[config.mk]
export PLATFORM = sky130hd
export DESIGN_NAME = fecs_flash_eeprom_command_status
export DESIGN_NICKNAME = d
export VERILOG_FILES = /design/src/rtl/fecs_flash_eeprom_command_status.v
export VERILOG_INCLUDE_DIRS = /design/src /design/src/rtl
export SDC_FILE = /design/constraint.sdc
export NUM_CORES = 1
export LEC_CHECK = 0
export ABC_AREA = 1
export BUFFER_PORTS_ARGS = -buffer_cell sky130_fd_sc_hd__buf_2
export CELL_PAD_IN_SITES_DETAIL_PLACEMENT = 0
export CELL_PAD_IN_SITES_GLOBAL_PLACEMENT = 1
export CORE_ASPECT_RATIO = 0.8
export CORE_MARGIN = 2
export CORE_UTILIZATION = 37
export CTS_CLUSTER_SIZE = 25
export DETAILED_ROUTE_END_ITERATION = 16
export PLACE_DENSITY_LB_ADDON = 0.1
export SLEW_MARGIN = 10
export SYNTH_ARGS = -nofsm -noshare
export SYNTH_HDL_FRONTEND = slang
export SYNTH_SLANG_ARGS = --single-unit
export TNS_END_PERCENT = 10
[constraint.sdc]
create_clock -name clk -period 2.3 [get_ports clk]
set_input_delay 0.115 -clock clk [delete_from_list [all_inputs] [get_ports clk]]
set_output_delay 0.115 -clock clk [all_outputs]
set_load 0.005 [all_outputs]
[src/rtl/fecs_map.vh]
// Register indexes, field positions and reset values of the NVM command and status block.
// Assumes byte address = 4 * index on a 32-bit AXI4-Lite bus, data in byte lane 0.
`ifndef FECS_MAP_VH
`define FECS_MAP_VH

// ****************************************
// Register indexes
// ****************************************
`define FECS_IDX_DIV      14'h1820
`define FECS_IDX_OPT      14'h1821
`define FECS_IDX_CFG      14'h1823
`define FECS_IDX_PROT     14'h1824
`define FECS_IDX_STAT     14'h1825
`define FECS_IDX_CMD      14'h1826
`define FECS_IDX_IRQST    14'h1828
`define FECS_IDX_IRQMSK   14'h1829

// ****************************************
// Field positions
// ****************************************
`define FECS_DIV_LOADED   7
`define FECS_OPT_KEYEN    7
`define FECS_OPT_SECMODE  5
`define FECS_CFG_PAGESEL  6
`define FECS_CFG_KEY_ACCESS_ENABLE   5
`define FECS_ST_EMPTY     7
`define FECS_ST_DONE      6
`define FECS_ST_PVIOL     5
`define FECS_ST_ACCERR    4
`define FECS_ST_BLANK     2
`define FECS_IRQ_DONE     0
`define FECS_IRQ_PVIOL    1
`define FECS_IRQ_ACCERR   2
`define FECS_IRQ_BLANK    3

// ****************************************
// Values and reset values
// ****************************************
`define FECS_SEC_OPEN     2'h2
`define FECS_SEC_RST      2'h0
`define FECS_CFG_FIXED    8'h11
`define FECS_PROT_RST     8'hFF
`define FECS_KEY_BLOCK    13'h1FF6
`define FECS_RESP_OKAY    2'h0
`define FECS_RESP_SLVERR  2'h2
`define FECS_SEQ_IDLE     3'h1
`define FECS_SEQ_DATA     3'h2
`define FECS_SEQ_CMD      3'h4

`endif

[src/rtl/fecs_flash_eeprom_command_status.v]
// NVM command sequencer: registers, command launch, one-entry burst buffer, flags, security.
// Assumes a single clock, AXI4-Lite master on the register side, and an array engine
// that answers each arrayStart with one arrayDone pulse.
//
// Behaviour
// - Sector mode bit selects split sector over two pages or one page.
// - Two-bit security code is unsecured only at value 1:0.
// - While secure, untrusted memory and debug accesses are never granted.
// - Correct backdoor key or passed blank check sets security code to 1:0.
// - Page select bit chooses which EEPROM page is visible; other page hidden.
// - Key access bit routes key range writes to key compare or command start.
// - Writing 1 to buffer empty flag launches; flag clears then, sets again on transfer.
// - Only burst program buffers; empty flag shows room for another burst.
// - Complete flag set when idle and empty, cleared on launch, not writable.
// - Protected target ignores command, sets violation flag; write 1 clears it.
// - Sequence errors, undivided clock or stop while active set access error.
// - Write 1 clears access error flag; writing 0 does nothing.
// - Blank flag set after passing blank check, cleared on next valid launch.
// - Only six command codes are legal; any other raises access error.
`timescale 1ns/10ps
`include "fecs_map.vh"

module fecs_flash_eeprom_command_status #(
  parameter [7:0] CMD_BLANK = 8'h01,
  parameter [7:0] CMD_BYTE  = 8'h02,
  parameter [7:0] CMD_BURST = 8'h03,
  parameter [7:0] CMD_PAGE  = 8'h04,
  parameter [7:0] CMD_MASS  = 8'h05,
  parameter [7:0] CMD_SPARE = 8'h06
) (
  input  wire        clk,
  input  wire        nrst,
  input  wire        ce,
  input  wire [15:0] awaddr,
  input  wire        awvalid,
  output reg         awready,
  input  wire [31:0] wdata,
  input  wire [3:0]  wstrb,
  input  wire        wvalid,
  output reg         wready,
  output reg  [1:0]  bresp,
  output reg         bvalid,
  input  wire        bready,
  input  wire [15:0] araddr,
  input  wire        arvalid,
  output reg         arready,
  output reg  [31:0] rdata,
  output reg  [1:0]  rresp,
  output reg         rvalid,
  input  wire        rready,
  input  wire [1:0]  strapSecurity,
  input  wire        strapSectorMode,
  input  wire        strapKeyEnable,
  input  wire [63:0] backdoorKey,
  input  wire        memWrValid,
  input  wire [15:0] memWrAddr,
  input  wire [7:0]  memWrData,
  input  wire        untrustedReq,
  input  wire        stopReq,
  input  wire        arrayDone,
  input  wire        arrayBlank,
  output reg         untrustedGrant,
  output reg         eepromSectorMode,
  output reg         eepromPageSelect,
  output reg         secure,
  output reg         arrayStart,
  output reg         arrayAbort,
  output reg  [7:0]  arrayCmd,
  output reg  [15:0] arrayAddr,
  output reg  [7:0]  arrayData,
  output reg  [6:0]  clockDivider,
  output reg         irq
);

  // ****************************************
  // Functions
  // ****************************************
  // Six recognised codes
  function isLegal;
    input [7:0] c;
    begin
      isLegal = (c == CMD_BLANK) | (c == CMD_BYTE) | (c == CMD_BURST) |
                (c == CMD_PAGE) | (c == CMD_MASS) | (c == CMD_SPARE);
    end
  endfunction

  // Everything except blank check alters the array
  function isModify;
    input [7:0] c;
    begin
      isModify = (c != CMD_BLANK);
    end
  endfunction

  // ****************************************
  // State
  // ****************************************
  reg [15:0] awAddrQ;
  reg [7:0]  wByteQ;
  reg        wLaneQ;
  reg        divLoaded;
  reg [1:0]  securityCode;
  reg        keyEnable;
  reg        strapsTaken;
  reg        keyAccess;
  reg [7:0]  protection;
  reg        pviol;
  reg        accerr;
  reg        blank;
  reg        complete;
  reg        busy;
  reg        bufFull;
  reg [2:0]  seq;
  reg [7:0]  seqCmdCode;
  reg [15:0] seqAddr;
  reg [7:0]  seqData;
  reg [7:0]  keyGood;
  reg        keyBad;
  reg [3:0]  irqStatus;
  reg [3:0]  irqMask;
  reg [31:0] rdNext;
  reg        rdHit;

  wire        doWrite  = ~awready & ~wready & ~bvalid;
  wire [13:0] wIdx     = awAddrQ[15:2];
  wire        wAligned = (awAddrQ[1:0] == 2'h0);
  wire        wHit     = wAligned & ((wIdx == `FECS_IDX_DIV) | (wIdx == `FECS_IDX_OPT) |
                         (wIdx == `FECS_IDX_CFG) | (wIdx == `FECS_IDX_PROT) | (wIdx == `FECS_IDX_STAT) |
                         (wIdx == `FECS_IDX_CMD) | (wIdx == `FECS_IDX_IRQST) | (wIdx == `FECS_IDX_IRQMSK));
  wire        wEn      = doWrite & wLaneQ & wAligned;
  wire        wrStat   = wEn & (wIdx == `FECS_IDX_STAT);
  wire        wrCmd    = wEn & (wIdx == `FECS_IDX_CMD);

  // ****************************************
  // Command sequence decode
  // ****************************************
  wire inKeyRange = (memWrAddr[15:3] == `FECS_KEY_BLOCK);
  wire keyWr      = memWrValid & keyAccess & inKeyRange;
  wire arrWr      = memWrValid & ~(keyAccess & inKeyRange);
  wire burstRun   = busy & (arrayCmd == CMD_BURST);
  wire flagsBlock = pviol | accerr;
  wire launchReq  = wrStat & wByteQ[`FECS_ST_EMPTY] & ~flagsBlock;
  wire errData    = arrWr & ((seq != `FECS_SEQ_IDLE) | bufFull | (busy & ~burstRun));
  wire errCmd     = wrCmd & ((seq != `FECS_SEQ_DATA) | ~isLegal(wByteQ));
  wire errLaunch  = launchReq & (seq != `FECS_SEQ_CMD);
  // Only a burst may queue behind a running burst
  wire errBuffer  = launchReq & busy & ~(burstRun & (seqCmdCode == CMD_BURST));
  wire errDivider = launchReq & isModify(seqCmdCode) & ~divLoaded;
  wire protHit    = ~protection[0] & (seqAddr[15:9] >= protection[7:1]);
  wire pvSet      = launchReq & ~errLaunch & ~errBuffer & ~errDivider &
                    isModify(seqCmdCode) & protHit;
  wire stopErr    = stopReq & (busy | bufFull);
  wire aeSet      = errData | errCmd | errLaunch | errBuffer | errDivider | stopErr;
  wire launchNow  = launchReq & ~errLaunch & ~errBuffer & ~errDivider & ~pvSet;
  wire transfer   = bufFull & (~busy | arrayDone) & ~stopErr;
  wire blankPass  = busy & arrayDone & (arrayCmd == CMD_BLANK) & arrayBlank;
  wire idleNow    = ~(launchNow | bufFull | busy);
  wire keyAllOk   = (keyGood == 8'hFF) & ~keyBad & keyEnable;
  wire [3:0] evts = {blankPass & ~blank, aeSet & ~accerr, pvSet & ~pviol, idleNow & ~complete};

  // ****************************************
  // Read mux
  // ****************************************
  // Reserved bits read as zero, except CFG bits 4 and 0 fixed at one; unmapped words read as zero
  always @* begin
    rdNext = 32'h0;
    rdHit  = (araddr[1:0] == 2'h0);
    case (araddr[15:2])
      `FECS_IDX_DIV:    rdNext[7:0] = {divLoaded, clockDivider};
      `FECS_IDX_OPT:    rdNext[7:0] = {keyEnable, 1'b0, eepromSectorMode, 3'h0, securityCode};
      `FECS_IDX_CFG:    rdNext[7:0] = `FECS_CFG_FIXED | {1'b0, eepromPageSelect, keyAccess, 5'h0};
      `FECS_IDX_PROT:   rdNext[7:0] = protection;
      `FECS_IDX_STAT:   rdNext[7:0] = {~bufFull, complete, pviol, accerr, 1'b0, blank, 2'h0};
      `FECS_IDX_CMD:    rdNext[7:0] = seqCmdCode;
      `FECS_IDX_IRQST:  rdNext[3:0] = irqStatus;
      `FECS_IDX_IRQMSK: rdNext[3:0] = irqMask;
      default:          rdHit = 1'b0;
    endcase
  end

  // ****************************************
  // AXI4-Lite handshakes
  // ****************************************
  // Address and data held until both arrive, then one write and a response
  always @(posedge clk or negedge nrst) begin
    if (!nrst) begin
      awready <= 1'b1;
      wready  <= 1'b1;
      bvalid  <= 1'b0;
      bresp   <= `FECS_RESP_OKAY;
      awAddrQ <= 16'h0000;
      wByteQ  <= 8'h00;
      wLaneQ  <= 1'b0;
      arready <= 1'b1;
      rvalid  <= 1'b0;
      rdata   <= 32'h0000_0000;
      rresp   <= `FECS_RESP_OKAY;
    end else if (ce) begin
      if (awvalid && awready) begin
        awAddrQ <= awaddr;
        awready <= 1'b0;
      end
      if (wvalid && wready) begin
        wByteQ <= wdata[7:0];
        wLaneQ <= wstrb[0];
        wready <= 1'b0;
      end
      if (doWrite) begin
        bvalid <= 1'b1;
        bresp  <= wHit ? `FECS_RESP_OKAY : `FECS_RESP_SLVERR;
      end
      if (bvalid && bready) begin
        bvalid  <= 1'b0;
        awready <= 1'b1;
        wready  <= 1'b1;
      end
      if (arvalid && arready) begin
        arready <= 1'b0;
        rvalid  <= 1'b1;
        rdata   <= rdNext;
        rresp   <= rdHit ? `FECS_RESP_OKAY : `FECS_RESP_SLVERR;
      end
      if (rvalid && rready) begin
        rvalid  <= 1'b0;
        arready <= 1'b1;
      end
    end
  end

  // ****************************************
  // Control, flags and execution
  // ****************************************
  // Straps are caught on the first enabled edge after release, never by the reset itself
  always @(posedge clk or negedge nrst) begin
    if (!nrst) begin
      strapsTaken      <= 1'b0;
      securityCode     <= `FECS_SEC_RST;
      keyEnable        <= 1'b0;
      eepromSectorMode <= 1'b0;
      divLoaded        <= 1'b0;
      clockDivider     <= 7'h00;
      keyAccess        <= 1'b0;
      eepromPageSelect <= 1'b0;
      protection       <= `FECS_PROT_RST;
      pviol            <= 1'b0;
      accerr           <= 1'b0;
      blank            <= 1'b0;
      complete         <= 1'b1;
      busy             <= 1'b0;
      bufFull          <= 1'b0;
      seq              <= `FECS_SEQ_IDLE;
      seqCmdCode       <= 8'h00;
      seqAddr          <= 16'h0000;
      seqData          <= 8'h00;
      keyGood          <= 8'h00;
      keyBad           <= 1'b0;
      arrayStart       <= 1'b0;
      arrayAbort       <= 1'b0;
      arrayCmd         <= 8'h00;
      arrayAddr        <= 16'h0000;
      arrayData        <= 8'h00;
      irqStatus        <= 4'h0;
      irqMask          <= 4'h0;
      irq              <= 1'b0;
      secure           <= 1'b1;
      untrustedGrant   <= 1'b0;
    end else if (ce) begin
      arrayStart <= 1'b0;
      arrayAbort <= 1'b0;
      if (!strapsTaken) begin
        strapsTaken      <= 1'b1;
        securityCode     <= strapSecurity;
        eepromSectorMode <= strapSectorMode;
        keyEnable        <= strapKeyEnable;
      end else if (keyAllOk || blankPass) begin
        securityCode <= `FECS_SEC_OPEN;
      end
      secure         <= (securityCode != `FECS_SEC_OPEN);
      untrustedGrant <= untrustedReq & (securityCode == `FECS_SEC_OPEN);
      // Plain register writes
      if (wEn && wIdx == `FECS_IDX_DIV && !divLoaded) begin
        clockDivider <= wByteQ[6:0];
        divLoaded    <= 1'b1;
      end
      if (wEn && wIdx == `FECS_IDX_CFG) begin
        eepromPageSelect <= wByteQ[`FECS_CFG_PAGESEL];
        keyAccess        <= wByteQ[`FECS_CFG_KEY_ACCESS_ENABLE];
      end
      if (wEn && wIdx == `FECS_IDX_PROT && !busy && !bufFull)
        protection <= wByteQ;
      if (wEn && wIdx == `FECS_IDX_IRQMSK)
        irqMask <= wByteQ[3:0];
      // Key compare, one bit per byte slot; leaving key mode restarts it
      if (!keyAccess || keyAllOk) begin
        keyGood <= 8'h00;
        keyBad  <= 1'b0;
      end else if (keyWr) begin
        keyGood[memWrAddr[2:0]] <= 1'b1;
        if (memWrData != backdoorKey[{memWrAddr[2:0], 3'h0} +: 8])
          keyBad <= 1'b1;
      end
      // Sequence: array write, command write, launch
      if (aeSet || pvSet || launchNow) begin
        seq <= `FECS_SEQ_IDLE;
      end else if (arrWr) begin
        seq     <= `FECS_SEQ_DATA;
        seqAddr <= memWrAddr;
        seqData <= memWrData;
      end else if (wrCmd) begin
        seq        <= `FECS_SEQ_CMD;
        seqCmdCode <= wByteQ;
      end
      // Set beats a same-cycle write-1 clear
      accerr <= aeSet | (accerr & ~(wrStat & wByteQ[`FECS_ST_ACCERR]));
      pviol  <= pvSet | (pviol & ~(wrStat & wByteQ[`FECS_ST_PVIOL]));
      if (blankPass)
        blank <= 1'b1;
      else if (launchNow || (busy && arrayDone && arrayCmd == CMD_BLANK))
        blank <= 1'b0;
      complete <= idleNow;
      // Stop aborts everything in flight
      if (stopErr) begin
        busy       <= 1'b0;
        bufFull    <= 1'b0;
        arrayAbort <= 1'b1;
      end else begin
        if (launchNow)
          bufFull <= 1'b1;
        if (transfer) begin
          bufFull    <= 1'b0;
          busy       <= 1'b1;
          arrayStart <= 1'b1;
          arrayCmd   <= seqCmdCode;
          arrayAddr  <= seqAddr;
          arrayData  <= seqData;
        end else if (arrayDone) begin
          busy <= 1'b0;
        end
      end
      // Sticky events, cleared by reading the interrupt status word
      if (arvalid && arready && araddr[15:2] == `FECS_IDX_IRQST && araddr[1:0] == 2'h0)
        irqStatus <= evts;
      else
        irqStatus <= irqStatus | evts;
      irq <= |((irqStatus | evts) & irqMask);
    end
  end

endmodule

==> results list <==
* Final estimated routing congestion in global placement: 0.922
* 1st-pass router iterations: 5
- The first global-routing pass estimated 39.2 mm of wire.
- Die ar.: 23500 um2
* Total length of routed wires: 24.8 mm
* Worst Tran Pin Value: 582 ps
- After detailed routing, the number of vias per cell comes to 4.60.
* Net count, final: 1537
* Multiplexer area fraction after synthesis: 0.00137
* Reg-to-reg setup timing slack: 170 ps
- No sink is reached through more buffers than the 2 on the longest clock path.
- Yosys printed 0 warnings.
- Dividing the final minimum period by the clock period gives 0.925.
- The worst setup path is launched from a flop.
- Chip Width: 171 um
* Endpoint kind of the worst setup timing path: flop
- The repair_antennas step left the layout with diodes totalling 0.
* VDD IR-drop max: 0.432 mV
- Core area: 21700 um2
- Buffer cell driving the clock tree root: sky130_fd_sc_hd__clkbuf_16
* CTS tree: yes
* Clock insertion delay at the later pin of the skew report: 430 ps
- Wire per inst: 14.8 um
- Layout cell share with drive strength beyond 1: 0.234
- By startpoint and endpoint, the worst setup path is classified as reg2reg.
- Of the total synthesized cell area, the portion taken by XOR and XNOR cells is 0.00319.
* Worst Path Arrival: 2450 ps
- The design draws 8.91 mW.
- After clock tree synthesis, the clock-pin slew on the worst setup and hold paths is 70 ps.
- Fraction of the mapped netlist area in simple logic gates: 0.270
- The number of different library cells used by synthesis comes to 48.
- Final worst-path setup slack: 171 ps
- Compared with the post-synthesis result, the final layout area differs by 31.4%.
- Iteration-0 DRC count of the detailed router: 464
* Number of placement rows: 48
* GRT Residual Overflow: 0
- Slew Viols, Final: 0
* HPWL after detailed placement: 19.0 mm
* Max-capacitance violation count: 0
- The initial antenna violation count came to 0.
- In this run the worst path has a maximum fanout of 3.
- Setup violations remaining at the end of the flow were counted as 0.
* Post-placement setup slack: 218 ps
- Post-synthesis sequential area ratio: 0.482
- Netlist area before placement: 8240 um2
- STA puts the critical path data required time at 2620 ps.
* Post-Syn Area per Cell: 7.62 um2
- The number of global-route vias before repair is 7321.
- Number of DRC violations after detailed routing: 0
- In this run the post-CTS setup repair buffer count came out at 0.
* Leakage power figure: 5.62 nW
- After layout, the minimum clock period comes to 2130 ps.
* Clock buffer count from CTS: 17
- After technology mapping, the gate count stands at 1082.
- Number of clock sinks: 158
- The min-delay analysis places its worst path in the category in2reg.
- Synth Register Bits: 158
- Power density relative to cell area: 823 nW/um2
- Via count of the routed design: 7679
- Complex-gate fraction of the synthesized area: 0.126
- For this design the top-level I/O count stands at 260.
- Starting Density: 0.379
* Number of nets with antenna violations after detailed routing: 0
* Number of fill cells: 2221
- Post-Route Skew: 12.9 ps
- Maximum number of pins on one net before global-route repair: 66
* Result of the run: completed
- Global-route usage over all layers: 0.218
- Largest family of logic cells by synthesized area: simple AND/OR/NAND/NOR gates
* Hold Fails Final Rpt: 0
- Derived from the worst setup path, the maximum achievable clock frequency is 0.470 GHz.
* Final TNS setup: 0 ps
* Worst slew margin relative to its limit: 0.611
- The H-tree was split into 4 levels.
* Setup repair after global routing missed its margin: no
- I/O Buffers: 206
* Adder-cell area share of the yosys netlist: 0.0106
- Die height: 137 um
## routing by layer
layer,part of all wire,track usage,vias to the layer above
met3,0.058,0.0494,13
met2,0.41,0.313,214
met5,0,0,-
li1,-,-,3940
met4,0.0078,0.0461,0
met1,0.52,0.333,3512
## path summary, 6_finish.rpt
path | start | endpoint | cells past startpoint
worst max-delay path | protection[3] | irq | 14
worst min-delay path | araddr[0] | rresp[1] | 5
worst max register to register | protection[3] | irq | 14
worst min register to register | seqCmdCode[3] | seqCmdCode[3] | 2
max in group asynchronous | nrst | arready | 3
min in group asynchronous | nrst | arrayAddr[5] | 2
## placed cells by master (no fill, tap or decap), drive strengths merged, types with 16 or more instances in the layout
cell type and instances:
nor2 84, dlygate4sd3 56, nand2 359, nand3 48, dfrtp 144, inv 147, conb 26, nor3 16
buf 231, clkbuf 19, o21ai 124, a21oi 33
## worst max-delay path: stages (launching register included)
cell                      delay [ps]
sky130_fd_sc_hd__dfstp_2         530
sky130_fd_sc_hd__inv_1            70
sky130_fd_sc_hd__ha_1            330
sky130_fd_sc_hd__a21oi_1         140
sky130_fd_sc_hd__o21ai_0         130
sky130_fd_sc_hd__nand2_1          80
sky130_fd_sc_hd__nand2_1          60
sky130_fd_sc_hd__nor2_2          110
sky130_fd_sc_hd__inv_1            70
sky130_fd_sc_hd__nand3_1          80
sky130_fd_sc_hd__nand2_1          60
sky130_fd_sc_hd__a21oi_1         150
sky130_fd_sc_hd__nand3_1         100
sky130_fd_sc_hd__nand2_1          70
sky130_fd_sc_hd__nand2_1          50
## state kept, by name, indices dropped and copies added, names as in the netlist, 2 cells and up
register / flops
keyGood: 8
awAddrQ: 16
seqAddr: 16
rdata: 8
irqStatus: 4
irqMask: 4
seqData: 8
seqCmdCode: 8
arrayAddr: 16
arrayData: 8
securityCode: 2
wByteQ: 8
clockDivider: 7
protection: 8
seq: 3
arrayCmd: 8
## stage by stage
stage	hold WS [ps]	std cells	area (um2)	util
after floorplan	-181	1107	8340	-
after detailed placement	66.1	1582	9650	0.444
after global placement	66.7	1582	9650	0.444
after global routing	73.4	1670	10800	0.498
final	48.0	1670	10800	0.498
after CTS	31.9	1670	10800	0.497
## what timing repair did
action,in CTS,in global routing
endpoints found under the hold margin,160,0
gates resized for setup,0,6
setup endpoints to repair,0,7
hold buffers,56,0
## area by class of cell
type	count	area, um2	area share
flip-flops and latches	158	3970	0.367
clock buffers	19	453	0.0418
clock inverters	13	146	0.0135
multi-input cells	750	3510	0.324
repair buffers	287	1840	0.169
inverters	143	537	0.0496
well taps	300	375	0.0347
## synthesized netlist by cell type (all sizes together)
master	instances	area, um2
o221ai	2	17.5
and2	1	6.26
o2bb2ai	1	8.76
nor2	84	350
nand3	48	265
inv	141	529
nand2	359	1350
mux2	1	11.3
clkinv	2	7.51
o2111ai	2	17.5
dfrtp	144	3600
a31o	1	8.76
nor3b	2	15.0
clkbuf	16	60.1
nor3	16	96.4
a22oi	1	7.51
a21boi	1	7.51
a21o	1	7.51
xnor2	3	26.3
or2	1	6.26
a21oi	33	165
buf	40	280
dfstp	14	368
o21ai	124	666
conb	1	3.75
nor4	4	46.3
nand4	9	56.3
a211oi	4	30.0
o211ai	1	7.51
a22o	1	8.76
o21a	2	15.0
o22ai	11	68.8
nand3b	4	33.8
ha	7	87.6
## where the power goes
part           internal (mW)  leakage (nW)  switching, mW  total [mW]
Sequential              3.46          1.97          0.399        3.86
Combinational          0.894          3.35           1.30        2.19
Clock                   1.60         0.297           1.27        2.86
Total                   5.95          5.62           2.96        8.91
## logic make-up after synthesis
logic type               after synthesis
flip-flops                           158
AND/OR/NAND/NOR                      528
other                                  1
XOR/XNOR                               3
buffers and inverters                199
multiplexers                           1
AO/OA/AOI/OAI                        185
adder cells (fa/ha/maj)                7
(Power assumes the default switching activity.)
